`config.mk`:
```
export PLATFORM = sky130hd
export DESIGN_NAME = rsq_reset_sequencer
export DESIGN_NICKNAME = d
export VERILOG_FILES = /design/src/rsq_pkg.sv /design/src/rsq_count_if.sv /design/src/rsq_edge_counter.sv /design/src/rsq_reset_sequencer.sv
export VERILOG_INCLUDE_DIRS = /design/src
export SDC_FILE = /design/constraint.sdc
export NUM_CORES = 1
export LEC_CHECK = 0
export BUFFER_PORTS_ARGS = -buffer_cell sky130_fd_sc_hd__buf_2
export CAP_MARGIN = 20
export CORE_AREA = 2 2 95 97
export CTS_CLUSTER_SIZE = 14
export DETAILED_ROUTE_END_ITERATION = 10
export DIE_AREA = 0 0 97 99
export PLACE_DENSITY = 0.84
export SKIP_CTS_REPAIR_TIMING = 1
export SYNTH_ARGS = -nofsm -noshare
export SYNTH_HDL_FRONTEND = slang
export SYNTH_SLANG_ARGS = --single-unit
```
`constraint.sdc`:
```
create_clock -name clock_in -period 3 [get_ports clock_in]
set_clock_uncertainty 0.1 [all_clocks]
set_input_delay 0.15 -clock clock_in [delete_from_list [all_inputs] [get_ports clock_in]]
set_output_delay 0.15 -clock clock_in [all_outputs]
set_load 0.02 [all_outputs]
```
`src/rsq_map.svh`:
```
// register map, field positions and timing constants of the sequencer
`ifndef RSQ_MAP_SVH
`define RSQ_MAP_SVH
`define RSQ_ADDR_W 12
`define RSQ_CFG_ADDR 12'h000
`define RSQ_STAT_ADDR 12'h004
`define RSQ_ORD_ADDR 12'h008
`define RSQ_KEEP_ADDR 12'h00c
`define RSQ_CFG_W 4
`define RSQ_CFG_RST 4'hf
`define RSQ_ORD_RST 8'h00
`define RSQ_OSC_LSB 0
`define RSQ_OSC_MSB 1
`define RSQ_PUDN_BIT 2
`define RSQ_DIPEN_BIT 3
`define RSQ_CNT_W 16
`define RSQ_PUD_TIME_US 72000
`define RSQ_IRC_KHZ 100
`define RSQ_PUD_TICKS ((`RSQ_PUD_TIME_US * `RSQ_IRC_KHZ) / 1000)
`define RSQ_OSC_START_CYC 16'h0400
`define RSQ_CLK_NS 25
`define RSQ_MASTER_CLEAR_IN_FILT_NS 2000
`define RSQ_MASTER_CLEAR_IN_FILT ((`RSQ_MASTER_CLEAR_IN_FILT_NS + `RSQ_CLK_NS - 1) / `RSQ_CLK_NS)
`define RSQ_FILT_W 8
`define RSQ_CLKOUT_BIT 1
`endif

```
`src/rsq_pkg.sv`:
```
// types shared by the reset sequencer modules
package rsq_pkg;
  typedef enum logic [2:0] {
    ST_POR_WAIT = 3'b000,
    ST_PUD = 3'b001,
    ST_OSC_START = 3'b010,
    ST_RUN = 3'b011,
    ST_SLEEP = 3'b100,
    ST_HOLD = 3'b101,
    ST_DIP_HOLD = 3'b110
  } rsq_state_t;
  typedef enum logic [2:0] {
    CAUSE_POWER_ON = 3'b000,
    CAUSE_CLEAR_RUN = 3'b001,
    CAUSE_CLEAR_SLEEP = 3'b010,
    CAUSE_WATCHDOG_RESET = 3'b011,
    CAUSE_WATCHDOG_WAKE = 3'b100,
    CAUSE_SUPPLY_DIP = 3'b101
  } rsq_cause_t;
  typedef enum logic [1:0] {
    OSC_LOW_POWER_CRYSTAL = 2'b00,
    OSC_CRYSTAL = 2'b01,
    OSC_HIGH_SPEED_CRYSTAL = 2'b10,
    OSC_RESISTOR_CAP = 2'b11
  } rsq_osc_t;
endpackage

```
`src/rsq_count_if.sv`:
```
// start and completion signals between sequencer and edge counter
`timescale 1ns/10ps
interface rsq_count_if;
  logic start;
  logic busy;
  logic done;
  logic rise;
  modport ctl (output start, input busy, input done, input rise);
  modport cnt (input start, output busy, output done, output rise);
endinterface

```
`src/rsq_edge_counter.sv`:
```
// counts rising edges of a foreign clock sampled on the system clock
`timescale 1ns/10ps
`include "rsq_map.svh"
module rsq_edge_counter (
  input wire logic clock_in,
  input wire logic resetn_in,
  input wire logic tick_pin_in,
  input wire logic [`RSQ_CNT_W-1:0] target_in,
  rsq_count_if.cnt cnt_port
);
  import rsq_pkg::*;
  logic meta_reg;
  logic sync_reg;
  logic prev_reg;
  logic busy_reg;
  logic done_reg;
  logic [`RSQ_CNT_W-1:0] count_reg;

  // -------------------------------------------------------------
  // two-stage synchroniser, edge taken after the second stage
  // -------------------------------------------------------------
  always_ff @(posedge clock_in or negedge resetn_in) begin
    if (!resetn_in) begin
      meta_reg <= 1'b0;
      sync_reg <= 1'b0;
      prev_reg <= 1'b0;
    end else begin
      meta_reg <= tick_pin_in;
      sync_reg <= meta_reg;
      prev_reg <= sync_reg;
    end
  end

  assign cnt_port.rise = sync_reg && !prev_reg;
  assign cnt_port.busy = busy_reg;
  assign cnt_port.done = done_reg;

  // -------------------------------------------------------------
  // counter; completion is a one-cycle pulse in the system domain
  // -------------------------------------------------------------
  always_ff @(posedge clock_in or negedge resetn_in) begin
    if (!resetn_in) begin
      count_reg <= '0;
      busy_reg <= 1'b0;
      done_reg <= 1'b0;
    end else begin
      done_reg <= 1'b0;
      if (cnt_port.start) begin
        count_reg <= '0;
        busy_reg <= 1'b1;
      end else if (busy_reg && cnt_port.rise) begin
        if (count_reg == target_in - `RSQ_CNT_W'(1)) begin
          busy_reg <= 1'b0;
          done_reg <= 1'b1;
        end else begin
          count_reg <= count_reg + `RSQ_CNT_W'(1);
        end
      end
    end
  end
endmodule // rsq_edge_counter

```
`src/rsq_reset_sequencer.sv`:
```
// reset cause tracking and power-up sequencing with an apb register file
//
// Our own choices: the APB interface to the registers and the placing of the registers.
`timescale 1ns/10ps
`include "rsq_map.svh"
module rsq_reset_sequencer #(
  parameter logic [`RSQ_CNT_W-1:0] PUD_TICKS =
    `RSQ_CNT_W'(`RSQ_PUD_TICKS)
) (
  input wire logic clock_in,
  input wire logic resetn_in,
  input wire logic psel_in,
  input wire logic penable_in,
  input wire logic pwrite_in,
  input wire logic [`RSQ_ADDR_W-1:0] paddr_in,
  input wire logic [31:0] pwdata_in,
  output logic [31:0] prdata_out,
  output logic pready_out,
  output logic pslverr_out,
  input wire logic por_ok_in,
  input wire logic supply_dip_in,
  input wire logic master_clear_n_in,
  input wire logic osc_in_pin_in,
  input wire logic irc_osc_in,
  input wire logic watchdog_timeout_in,
  input wire logic sleep_req_in,
  output logic chip_reset_out,
  output logic wake_pulse_out,
  output logic timeout_flag_out,
  output logic powerdown_flag_out,
  output rsq_pkg::rsq_cause_t cause_out,
  output logic osc_out_clk_pin_out,
  output logic osc_out_clk_pin_oe_out,
  output logic osc_drive_en_out
);
  import rsq_pkg::*;

  localparam logic [`RSQ_FILT_W-1:0] FILT_CYC =
    `RSQ_FILT_W'(`RSQ_MASTER_CLEAR_IN_FILT);

  logic por_m_reg;
  logic por_s_reg;
  logic dip_m_reg;
  logic dip_s_reg;
  logic mc_m_reg;
  logic mc_s_reg;
  logic [`RSQ_FILT_W-1:0] mc_cnt_reg;
  logic master_clear_in_act_reg;
  logic [`RSQ_CFG_W-1:0] cfg_reg;
  logic [7:0] ord_reg;
  logic [7:0] keep_reg;
  logic [1:0] clk_div_reg;
  rsq_osc_t osc_mode;
  logic crystal;
  logic dip_en;
  logic pud_en;
  rsq_state_t state_reg;
  rsq_state_t state_next;
  rsq_cause_t cause_next;
  logic por_done_reg;
  logic reload;
  logic wake_evt;
  logic to_next;
  logic pd_next;
  logic hold;
  logic wr;
  logic setup;
  logic hit;
  logic err_reg;
  logic [31:0] rd_mux;

  rsq_count_if pud_if ();
  rsq_count_if ost_if ();

  // -------------------------------------------------------------
  // pin synchronisers
  // -------------------------------------------------------------
  always_ff @(posedge clock_in or negedge resetn_in) begin
    if (!resetn_in) begin
      por_m_reg <= 1'b0;
      por_s_reg <= 1'b0;
      dip_m_reg <= 1'b0;
      dip_s_reg <= 1'b0;
      mc_m_reg <= 1'b1;
      mc_s_reg <= 1'b1;
    end else begin
      por_m_reg <= por_ok_in;
      por_s_reg <= por_m_reg;
      dip_m_reg <= supply_dip_in;
      dip_s_reg <= dip_m_reg;
      mc_m_reg <= master_clear_n_in;
      mc_s_reg <= mc_m_reg;
    end
  end

  // -------------------------------------------------------------
  // master-clear glitch filter
  // -------------------------------------------------------------
  always_ff @(posedge clock_in or negedge resetn_in) begin
    if (!resetn_in) begin
      mc_cnt_reg <= '0;
      master_clear_in_act_reg <= 1'b0;
    end else if (mc_s_reg) begin
      mc_cnt_reg <= '0;
      master_clear_in_act_reg <= 1'b0;
    end else if (mc_cnt_reg == FILT_CYC - `RSQ_FILT_W'(1)) begin
      master_clear_in_act_reg <= 1'b1;
    end else begin
      mc_cnt_reg <= mc_cnt_reg + `RSQ_FILT_W'(1);
    end
  end

  // -------------------------------------------------------------
  // configuration decode
  // -------------------------------------------------------------
  assign osc_mode = rsq_osc_t'(cfg_reg[`RSQ_OSC_MSB:`RSQ_OSC_LSB]);
  assign crystal = (osc_mode != OSC_RESISTOR_CAP);
  assign dip_en = cfg_reg[`RSQ_DIPEN_BIT];
  assign pud_en = !cfg_reg[`RSQ_PUDN_BIT] || dip_en;

  // -------------------------------------------------------------
  // timers: internal oscillator ticks and oscillator pin cycles
  // -------------------------------------------------------------
  rsq_edge_counter u_pud_cnt (
    .clock_in(clock_in),
    .resetn_in(resetn_in),
    .tick_pin_in(irc_osc_in),
    .target_in(PUD_TICKS),
    .cnt_port(pud_if.cnt)
  );

  // same pin serves a crystal or an external clock source
  rsq_edge_counter u_ost_cnt (
    .clock_in(clock_in),
    .resetn_in(resetn_in),
    .tick_pin_in(osc_in_pin_in),
    .target_in(`RSQ_OSC_START_CYC),
    .cnt_port(ost_if.cnt)
  );

  // -------------------------------------------------------------
  // sequencing state machine
  // -------------------------------------------------------------
  always_comb begin
    state_next = state_reg;
    cause_next = cause_out;
    to_next = timeout_flag_out;
    pd_next = powerdown_flag_out;
    pud_if.start = 1'b0;
    ost_if.start = 1'b0;
    reload = 1'b0;
    wake_evt = 1'b0;
    if (dip_en && por_done_reg && dip_s_reg &&
        state_reg != ST_DIP_HOLD) begin
      state_next = ST_DIP_HOLD;
      cause_next = CAUSE_SUPPLY_DIP;
      reload = 1'b1;
    end else begin
      case (state_reg)
        ST_POR_WAIT: begin
          if (por_s_reg) begin
            cause_next = CAUSE_POWER_ON;
            to_next = 1'b1;
            pd_next = 1'b1;
            reload = 1'b1;
            if (pud_en) begin
              state_next = ST_PUD;
              pud_if.start = 1'b1;
            end else if (crystal) begin
              state_next = ST_OSC_START;
              ost_if.start = 1'b1;
            end else begin
              state_next = ST_RUN;
            end
          end
        end
        ST_PUD: begin
          if (pud_if.done) begin
            if (crystal && cause_out == CAUSE_POWER_ON) begin
              state_next = ST_OSC_START;
              ost_if.start = 1'b1;
            end else begin
              state_next = ST_RUN;
            end
          end
        end
        ST_OSC_START: begin
          if (ost_if.done) begin
            state_next = ST_RUN;
            wake_evt = (cause_out == CAUSE_WATCHDOG_WAKE);
          end
        end
        ST_RUN: begin
          if (master_clear_in_act_reg) begin
            state_next = ST_HOLD;
            cause_next = CAUSE_CLEAR_RUN;
            reload = 1'b1;
          end else if (watchdog_timeout_in) begin
            state_next = ST_HOLD;
            cause_next = CAUSE_WATCHDOG_RESET;
            to_next = 1'b0;
            reload = 1'b1;
          end else if (sleep_req_in) begin
            state_next = ST_SLEEP;
            to_next = 1'b1;
            pd_next = 1'b0;
          end
        end
        ST_SLEEP: begin
          if (master_clear_in_act_reg) begin
            state_next = ST_HOLD;
            cause_next = CAUSE_CLEAR_SLEEP;
            to_next = 1'b1;
            pd_next = 1'b0;
            reload = 1'b1;
          end else if (watchdog_timeout_in) begin
            cause_next = CAUSE_WATCHDOG_WAKE;
            to_next = 1'b0;
            pd_next = 1'b0;
            if (crystal) begin
              state_next = ST_OSC_START;
              ost_if.start = 1'b1;
            end else begin
              state_next = ST_RUN;
              wake_evt = 1'b1;
            end
          end
        end
        ST_HOLD: begin
          if (!master_clear_in_act_reg) begin
            state_next = ST_RUN;
          end
        end
        ST_DIP_HOLD: begin
          if (!dip_s_reg) begin
            state_next = ST_PUD;
            pud_if.start = 1'b1;
          end
        end
        default: begin
          state_next = ST_POR_WAIT;
        end
      endcase
    end
  end

  // held low master clear keeps reset even after the timers expire
  assign hold = !(state_next == ST_RUN || state_next == ST_SLEEP) ||
    master_clear_in_act_reg;

  always_ff @(posedge clock_in or negedge resetn_in) begin
    if (!resetn_in) begin
      state_reg <= ST_POR_WAIT;
      cause_out <= CAUSE_POWER_ON;
      chip_reset_out <= 1'b1;
      wake_pulse_out <= 1'b0;
      timeout_flag_out <= 1'b1;
      powerdown_flag_out <= 1'b1;
    end else begin
      state_reg <= state_next;
      cause_out <= cause_next;
      chip_reset_out <= hold;
      wake_pulse_out <= wake_evt;
      timeout_flag_out <= to_next;
      powerdown_flag_out <= pd_next;
    end
  end

  // supply decline never reopens the power-on wait
  always_ff @(posedge clock_in or negedge resetn_in) begin
    if (!resetn_in) begin
      por_done_reg <= 1'b0;
    end else if (state_reg == ST_POR_WAIT && por_s_reg) begin
      por_done_reg <= 1'b1;
    end
  end

  // -------------------------------------------------------------
  // oscillator pins
  // -------------------------------------------------------------
  always_ff @(posedge clock_in or negedge resetn_in) begin
    if (!resetn_in) begin
      clk_div_reg <= 2'h0;
    end else if (ost_if.rise) begin
      clk_div_reg <= clk_div_reg + 2'h1;
    end
  end

  assign osc_out_clk_pin_out = clk_div_reg[`RSQ_CLKOUT_BIT];
  assign osc_out_clk_pin_oe_out = !crystal;
  assign osc_drive_en_out = crystal;

  // -------------------------------------------------------------
  // apb slave, zero wait states
  // -------------------------------------------------------------
  assign setup = psel_in && !penable_in;
  assign wr = psel_in && penable_in && pwrite_in && hit;
  assign pready_out = 1'b1;
  assign pslverr_out = psel_in && penable_in && err_reg;

  always_comb begin
    hit = 1'b1;
    rd_mux = 32'h0000_0000;
    case (paddr_in)
      `RSQ_CFG_ADDR: rd_mux[`RSQ_CFG_W-1:0] = cfg_reg;
      `RSQ_STAT_ADDR: begin
        rd_mux[0] = timeout_flag_out;
        rd_mux[1] = powerdown_flag_out;
        rd_mux[4:2] = cause_out;
        rd_mux[7:5] = state_reg;
        rd_mux[8] = chip_reset_out;
      end
      `RSQ_ORD_ADDR: rd_mux[7:0] = ord_reg;
      `RSQ_KEEP_ADDR: rd_mux[7:0] = keep_reg;
      default: hit = 1'b0;
    endcase
  end

  always_ff @(posedge clock_in or negedge resetn_in) begin
    if (!resetn_in) begin
      prdata_out <= 32'h0000_0000;
      err_reg <= 1'b0;
    end else if (setup) begin
      prdata_out <= rd_mux;
      err_reg <= !hit;
    end
  end

  always_ff @(posedge clock_in or negedge resetn_in) begin
    if (!resetn_in) begin
      cfg_reg <= `RSQ_CFG_RST;
    end else if (wr && paddr_in == `RSQ_CFG_ADDR) begin
      cfg_reg <= pwdata_in[`RSQ_CFG_W-1:0];
    end
  end

  // ordinary register: reset state on every true reset
  always_ff @(posedge clock_in or negedge resetn_in) begin
    if (!resetn_in) begin
      ord_reg <= `RSQ_ORD_RST;
    end else if (reload) begin
      ord_reg <= `RSQ_ORD_RST;
    end else if (wr && paddr_in == `RSQ_ORD_ADDR) begin
      ord_reg <= pwdata_in[7:0];
    end
  end

  // retained register: no reset of any kind reaches it
  always_ff @(posedge clock_in) begin
    if (wr && paddr_in == `RSQ_KEEP_ADDR) begin
      keep_reg <= pwdata_in[7:0];
    end
  end
endmodule // rsq_reset_sequencer

```
==> results of run 1 <==
-- how the worst max path moves through the flow --
stage                  from  slack, ps                       to
5_1_grt        state_reg[2]        420       powerdown_flag_out
3_3_place_gp   state_reg[2]        720  u_ost_cnt.cnt_port.done
2_1_floorplan   paddr_in[5]        690              keep_reg[0]
6_report       state_reg[2]        610       powerdown_flag_out
4_1_cts        state_reg[2]        680  u_ost_cnt.count_reg[12]
3_5_place_dp   state_reg[2]        680  u_ost_cnt.count_reg[11]
-- placed cells by master (no fill, tap or decap), types with 11 or more instances in the layout --
master	count
dfrtp_1	83
nor2_1	66
buf_2	50
nand2_1	35
conb_1	24
xnor2_1	20
nand3_1	18
o21ai_0	16
xor2_1	15
dlygate4sd3_1	14
a21oi_1	13
nand4_1	11
mux2i_1	11
-- cell type report --
cell class	instances	area share (%)
multi-input combinational	356	40.18
timing repair buffer	72	8.018
tap	108	2.405
clock inverter	4	0.9354
sequential	100	45.46
inverter	9	0.6013
clock buffer	12	2.405
-- cells in the mapped netlist (all sizes together), types with 9 or more instances --
cell type   n
clkbuf     13
nor3       10
xnor2      20
dfstp       9
a21oi      13
nand4      11
nand2b     10
o21ai      16
mux2i      11
inv         9
nand2      35
nor2       66
dfrtp      83
buf        32
nand3      19
nor4        9
xor2       15
-- metrics by stage --
step,instances,area [sq um]
6_report,661,5618
5_1_grt,661,5618
4_1_cts,647,5478
3_5_place_dp,631,5290
3_3_place_gp,631,5290
2_1_floorplan,510,5116
-- where the power goes --
group	total (mW)	internal [mW]	leakage, nW	switching [mW]
clock	0.823	0.389	0.0945	0.435
sequential	1.84	1.59	1.22	0.245
combinational	1.13	0.465	1.19	0.669
-- metal layers --
metal,share of wire [%],wire length (microns),vias to the layer above
li1,-,-,1808
met1,45,4422,1830
met2,48,4726,144
met3,5.7,560,12
met4,1.8,176,0
met5,0,0,-
-- critical path, stage by stage (launching register included) --
cell and delay, ps:
dfrtp_1 540, buf_4 240, a2111oi_0 750, o21a_1 290
a21bo_2 240, a22o_1 170
-- cell families (layout without fill, tap and decap cells) --
logic type | Yosys count | count (layout) | share of synthesized area [%]
simple gates | 208 | 208 | 22.35
flops | 100 | 100 | 50.73
compound gates | 66 | 66 | 8.775
buf+inv | 54 | 97 | 6.065
xor+xnor | 35 | 35 | 6.090
mux | 20 | 20 | 5.096
fa+ha+maj | 3 | 3 | 0.7458
other cells | 2 | 24 | 0.1492
==> results.cfg, run 1 <==
[run_status]
status = finished clean

[synth]
synth-edff-count = 8
ys.flop_type = dfrtp_1
yosysTopAreaCell = dfrtp_1
synth.area.top_cells = dfrtp_1, nor2_1, edfxtp_1, dfstp_2, buf_4
ys_seq_area_share_pct = 50.73
ys_warn_count = 0
syn_inst = 488
synth.avg_cell_area_sq_um = 10.31
syn_area_sq_um = 5034
async_flop_share_pct = 92.00
yosysUniqueCellTypes = 61
synth-seq-cells = 100
synth_top_area_share_pct = 41.26

[grt]
track_usage_pct = 21.29
grt_max_degree = 66
grt_use_met2_pct = 33.60
antenna_found_initial = 0
grt-busiest-layer = met2
first_global_vias = 3468
grt_overflow = 0
grt_pass1_wl_microns = 16620
use_met1_pct = 30.02
grt_util_met3_pct = 3.617

[finish]
multi_input_area_sq_um = 2257
antenna_cells = 0
drive_gt1_share_pct = 18.26
layout.nets = 607
fill_cells = 648
fin_util_pct = 65.70
register_area_sq_um = 2554
syn_to_final_growth_pct = 11.61

[drt]
drc = 0
post_drt_wl_per_cell_microns = 14.95
drtIter0Drc = 228
antenna_left = 0
dr.pass1.iters = 5
viasPerCell = 5.740
drt_wl_total_microns = 9884
dr_total_vias = 3794

[sta]
fin_crit_ps = 2389
finalSetupViolations = 0
hold_violations = 0
period_share_pct = 79.64
tightest_slew_ps = 877.2
setup_ws_ps = 610.9
relSlewSlack_pct = 40.01
fin_tns_setup_ps = 0
slew_violations = 0
fmax_mhz = 418.6
rsz0062_at_grt = no
fin_hold_ws_ps = 0.4156

[worst_setup_path]
startpoint_type = flip-flop
reg2regPathDepth = 5
r2r_end = powerdown_flag_out
r2r_start = state_reg[2]
path_class = flip-flop to flip-flop
path_max_fanout = 14
cp.required_ps = 3190
crit_arrival_ps = 2580
end_kind = flip-flop
rrSetupSlack_ps = 610

[placed_design]
pre_cts_ws_ps = 679.7
gp_congestion = 0.9511
dp_hpwl_microns = 7010
numPortBuffers = 51

[clock_network]
cts_tree = done
clk_latency_ps = 360
numCtsBuffers = 9
cts.path.max_buffers = 2
cts_num_sinks = 100
clk_pin_slew_ps = 100
ctsRootBufferMaster = clkbuf_8
htreeDepth = 3

[min_path]
min_delay_path_depth = 4
hp-start = paddr_in[1]
hold_class = input pin to flip-flop
hold_end = prdata_out[0]

[floorplanning]
die-area_sq_um = 9603
initial_core_util_pct = 58.87
ios = 100
fp.dieH_microns = 99
core_area_sq_um = 8551
rows = 34
dieWidth_microns = 97

[power]
power_leakage_nw = 2.501
vdd_ir_drop_max_v = 0.0004926
finalPower_mw = 3.794
power_density_nw_per_um2 = 675.3

[job]
drv_cap = 0
(Power assumes the default switching activity.)
==> run 2: changes to the inputs <==
--- a/config.mk
+++ b/config.mk
@@ -8,11 +8,11 @@
 export LEC_CHECK = 0
 export BUFFER_PORTS_ARGS = -buffer_cell sky130_fd_sc_hd__buf_2
 export CAP_MARGIN = 20
-export CORE_AREA = 2 2 95 97
+export CORE_AREA = 2 2 104 106
 export CTS_CLUSTER_SIZE = 14
 export DETAILED_ROUTE_END_ITERATION = 10
-export DIE_AREA = 0 0 97 99
-export PLACE_DENSITY = 0.84
+export DIE_AREA = 0 0 106 108
+export PLACE_DENSITY = 0.75
 export SKIP_CTS_REPAIR_TIMING = 1
 export SYNTH_ARGS = -nofsm -noshare
 export SYNTH_HDL_FRONTEND = slang
==> constraint.sdc (replaced) <==
create_clock -name clock_in -period 1.91 [get_ports clock_in]
set_clock_uncertainty 0.1 [all_clocks]
set_input_delay 0.0955 -clock clock_in [delete_from_list [all_inputs] [get_ports clock_in]]
set_output_delay 0.0955 -clock clock_in [all_outputs]
set_load 0.02 [all_outputs]
==> run 2 against run 1 <==
The flow now finishes with violations (setup timing); first-iteration DRC count decreased by 13%; global-route usage decreased by 1.0 points; clock power grew 47%; sequential share of layout area fell by 4.2 points; die area is 19% higher; non-clock buffer count increased by 45; clock-buffer cell count down 2; largest cell class unchanged.
==> results.cfg, run 2 (synthesis gave the netlist of run 1 again) <==
[finish]
layout.nets = 652
antenna_cells = 0
mostFrequentLayoutCells = dfrtp_1, nor2_1, buf_2
drive_gt1_share_pct = 29.26
layout_commonest_cell = dfrtp_1
syn_to_final_growth_pct = 23.02
stdcell_count = 734
fin_util_pct = 60.52
fin_area_sq_um = 6192

[min_path]
hold_class = input pin to async pin

[run_status]
status = complete, but fails checks
violations = setup timing

[floorplanning]
rows = 37
dieWidth_microns = 106
initial_core_util_pct = 49.20
core_area_sq_um = 10230
fp.dieH_microns = 108
ios = 100
die-area_sq_um = 11450

[drt]
dr.pass1.iters = 5
drt_wl_total_microns = 11250
post_drt_wl_per_cell_microns = 15.33
dr_total_vias = 4032
drc = 0
viasPerCell = 5.493
drtIter0Drc = 199
antenna_left = 0

[placed_design]
placed_area_sq_um = 5710
dp_hpwl_microns = 8014
numPortBuffers = 51
gp_congestion = 0.8859
place_inst = 699

[power]
power_leakage_nw = 2.751
power_density_nw_per_um2 = 1055
vdd_ir_drop_max_v = 0.0007188
finalPower_mw = 6.533

[grt]
antenna_found_initial = 0
track_usage_pct = 20.26
first_global_vias = 3836
grt_overflow = 0
grt_pass1_wl_microns = 18170
grt_max_degree = 74

[worst_setup_path]
path_class = flip-flop to flip-flop
cp.required_ps = 2070
startpoint_type = flip-flop
crit_arrival_ps = 2250
path_max_fanout = 6
end_kind = flip-flop

[sta]
finalSetupViolations = 12
fin_crit_ps = 2094
relSlewSlack_pct = 58.81
tightest_slew_ps = 617.9
slew_violations = 0
period_share_pct = 109.6
fmax_mhz = 477.6
setup_ws_ps = -183.8
hold_violations = 0
rsz0062_at_grt = yes

[clock_network]
htreeDepth = 3
cts_tree = done
cts.path.max_buffers = 2
numCtsBuffers = 9
clk_pin_slew_ps = 100
ctsRootBufferMaster = clkbuf_8
cts_num_sinks = 100
clk_latency_ps = 370

[job]
drv_cap = 0
-- run 2: cell count changes in the layout (fill, tap and decap cells not counted), sizes merged --
cell / change
inv: +1
bufinv: -1
buf: +45
clkbuf: -2
clkinv: +2
-- run 2: path summary, 6_finish.rpt --
kind	start	slack, ps	endpoint	depth (start not counted)
hold reg to reg	u_pud_cnt.meta_reg	250	u_pud_cnt.sync_reg	0
setup / recovery	u_ost_cnt.count_reg[1]	-180	u_ost_cnt.count_reg[2]	7
max in group asynchronous	resetn_in	970	mc_m_reg	3
setup reg to reg	u_ost_cnt.count_reg[1]	-180	u_ost_cnt.count_reg[2]	7
hold / removal	resetn_in	30	u_ost_cnt.count_reg[10]	2
min in group clock_in	watchdog_timeout_in	50	wake_pulse_out	3
-- run 2: through the flow --
step	setup slack, ps	hold WS [ps]	TNS [ps]
after global placement	-84.00	-112.4	-712.3
after detailed placement	-188.3	-107.2	-2204
final	-183.8	29.41	-1604
after floorplan	-84.06	-300.1	-252.2
after CTS	-142.1	-521.6	-784.1
after global routing	-252.5	57.38	-2510
-- run 2: worst max-delay path, stage by stage, from the launching register on --
cell and delay (ps):
dfrtp_1 380, ha_2 180, or4bb_4 470, nor4_4 380, buf_6 190, nor3b_2 50
xnor2_1 160, nor2_1 70
-- run 2: area by class of cell --
cell class	instances	area, sq um
timing repair buffer	117	845.8
multi-input combinational	356	2419
fill	868	4039
tap	136	170.2
inverter	9	33.78
clock inverter	6	40.04
sequential	100	2556
clock buffer	10	127.6
-- run 2: report_power, final --
group | leakage [nW] | total (mW) | switching (mW) | internal, mW
logic | 1.45 | 2.49 | 1.33 | 1.16
clock network | 0.0880 | 1.21 | 0.735 | 0.475
registers | 1.22 | 2.83 | 0.329 | 2.50
-- run 2: routing by layer --
metal	vias to the layer above	global-route usage, %	wire [microns]
met5	-	0	0
met4	0	9.398	352
met3	32	3.134	537
met2	140	33.78	5461
met1	1962	26.27	4898
li1	1898	-	-
==> run 3: changes to the inputs <==
--- a/config.mk
+++ b/config.mk
@@ -13,6 +13,7 @@
 export DETAILED_ROUTE_END_ITERATION = 10
 export DIE_AREA = 0 0 106 108
 export PLACE_DENSITY = 0.75
+export REMOVE_ABC_BUFFERS = 1
 export SKIP_CTS_REPAIR_TIMING = 1
 export SYNTH_ARGS = -nofsm -noshare
 export SYNTH_HDL_FRONTEND = slang
==> run 3 against run 2 <==
The flow still finishes with violations (setup timing); cell area grew 2.3%; critical path depth is 2 lower; final cell count grew 1.2%; fmax grew 3.3%; largest cell class unchanged; non-clock buffer count up 9; first-iteration DRC count decreased by 4.0%; clock-buffer cell count grew 3; via count down 0.47%; register-to-register slack improved by 70 ps; sequential cell count unchanged; routed wire length rose by 1.4%; largest power group unchanged.
==> results.cfg, run 3 (synthesis gave the netlist of run 1 again) <==
[min_path]
hold_class = input pin to flip-flop

[finish]
antenna_cells = 0
stdcell_count = 743
mostFrequentLayoutCells = dfrtp_1, nor2_1, buf_4
fin_util_pct = 61.91
fin_area_sq_um = 6334
layout.nets = 661
syn_to_final_growth_pct = 25.83
layout_commonest_cell = dfrtp_1
fill_cells = 811
register_area_sq_um = 2557
drive_gt1_share_pct = 29.65
multi_input_area_sq_um = 2394

[placed_design]
place_inst = 703
pre_cts_ws_ps = -192.3
gp_congestion = 0.9330
dp_hpwl_microns = 7801
numPortBuffers = 51
placed_area_sq_um = 5693

[sta]
slew_violations = 0
fin_tns_setup_ps = -771.8
fmax_mhz = 493.5
tightest_slew_ps = 609.5
finalSetupViolations = 9
relSlewSlack_pct = 59.37
hold_violations = 0
setup_ws_ps = -116.5
fin_crit_ps = 2026
period_share_pct = 106.1
rsz0062_at_grt = yes

[power]
switching_power_mw = 2.407
power_density_nw_per_um2 = 1121
power_leakage_nw = 2.825
power.share.clock_pct = 21.8
p_comb_share_pct = 37.8
vdd_ir_drop_max_v = 0.0006683
seqPwrFrac_pct = 40.5
p_sw_share_pct = 33.90
intPower_mw = 4.694

[grt]
track_usage_pct = 19.76
grt_max_degree = 47
use_met1_pct = 26.60
grt-busiest-layer = met2
first_global_vias = 3762
antenna_found_initial = 0
grt_overflow = 0
grt_util_met3_pct = 2.471
grt_pass1_wl_microns = 17960
grt_use_met2_pct = 32.67

[job]
drv_cap = 0

[worst_setup_path]
crit_arrival_ps = 2180
path_max_fanout = 4
cp_common_cell = or4_4
path_delay_family = simple AND/OR/NAND/NOR gates
cpPeakStageDelay_ps = 580
critPathBufInv = 0
r2r_start = u_ost_cnt.count_reg[13]
crit_end = u_ost_cnt.count_reg[11]
path_class = flip-flop to flip-flop
end_kind = flip-flop
startpoint = u_ost_cnt.count_reg[13]
startpoint_type = flip-flop
path_depth = 5
cp.required_ps = 2070
crit_slowest_cell = or4_4
rrSetupSlack_ps = -120
crit_chain = or4_4 -> or4_4 -> nand3_1 -> xor2_1 -> nor2_1
r2r_end = u_ost_cnt.count_reg[11]
reg2regPathDepth = 5

[drt]
drt_wl_total_microns = 11410
viasPerCell = 5.401
dr_total_vias = 4013
drc = 0
dr.pass1.iters = 4
antenna_left = 0
drtIter0Drc = 191
post_drt_wl_per_cell_microns = 15.35

[clock_network]
cts_tree = done
clk_latency_ps = 360
numCtsBuffers = 9
clk_pin_slew_ps = 90
ctsRootBufferMaster = clkbuf_8
cts_num_sinks = 100
cts.path.max_buffers = 2
htreeDepth = 3

[floorplanning]
ios = 100
dieWidth_microns = 106
core_area_sq_um = 10230
die-area_sq_um = 11450
fp.dieH_microns = 108
rows = 37
initial_core_util_pct = 49.20

[run_status]
violations = setup timing
status = complete, but fails checks
run 3: changes by cell type in the layout (fill, tap and decap cells not counted), sizes merged:
cell	before	now
clkinv	5	0
inv	10	9
clkbuf	10	15
bufinv	0	2
clkinvlp	0	1
buf	103	110
run 3: through the flow:
| step | hold slack [ps] | total power, mW |
|---|---|---|
| after CTS | -483.8 | 6.655 |
| after global routing | 81.23 | 7.516 |
| after global placement | -80.00 | 5.036 |
| after detailed placement | -81.06 | 5.099 |
| after floorplan | -300.1 | 4.078 |
| final | 50.11 | 7.102 |
run 3: power by group through the flow:
stage                     sequential (mW)  combinational (mW)  clock [mW]
after floorplan                      2.96                1.12           0
after global placement               2.88                2.16           0
after detailed placement             2.89                2.21           0
after CTS                            2.86                2.21        1.58
after global routing                 2.91                2.93        1.68
final                                2.87                2.68        1.55
run 3: worst register-to-register path, stage by stage, from the launching register on:
cell	delay, ps
dfrtp_1	380
or4_4	580
or4_4	540
nand3_1	110
xor2_1	160
nor2_1	50
run 3: routing by layer:
layer,vias to the layer above,share of wire [%]
met1,1952,44
li1,1904,-
met3,18,5.1
met5,-,0
met2,139,49
met4,0,1.9
run 3: worst min-delay path by stage:
stage                            from       endpoint  slack, ps  depth (start not counted)
after floorplan             resetn_in   cause_out[0]       -300                          0
after global placement      resetn_in  mc_cnt_reg[7]        -80                          1
after detailed placement    resetn_in  mc_cnt_reg[6]        -80                          1
after CTS                   resetn_in  mc_cnt_reg[5]       -480                          1
after global routing      paddr_in[1]  prdata_out[8]         80                          5
final                     paddr_in[1]  prdata_out[0]         50                          5
run 3: cell type report:
type,instances,area share [%]
sequential,100,40.38
tap,136,2.687
inverter,9,0.5334
timing repair buffer,126,14.86
clock buffer,13,2.687
multi-input combinational,356,37.79
clock inverter,3,1.067
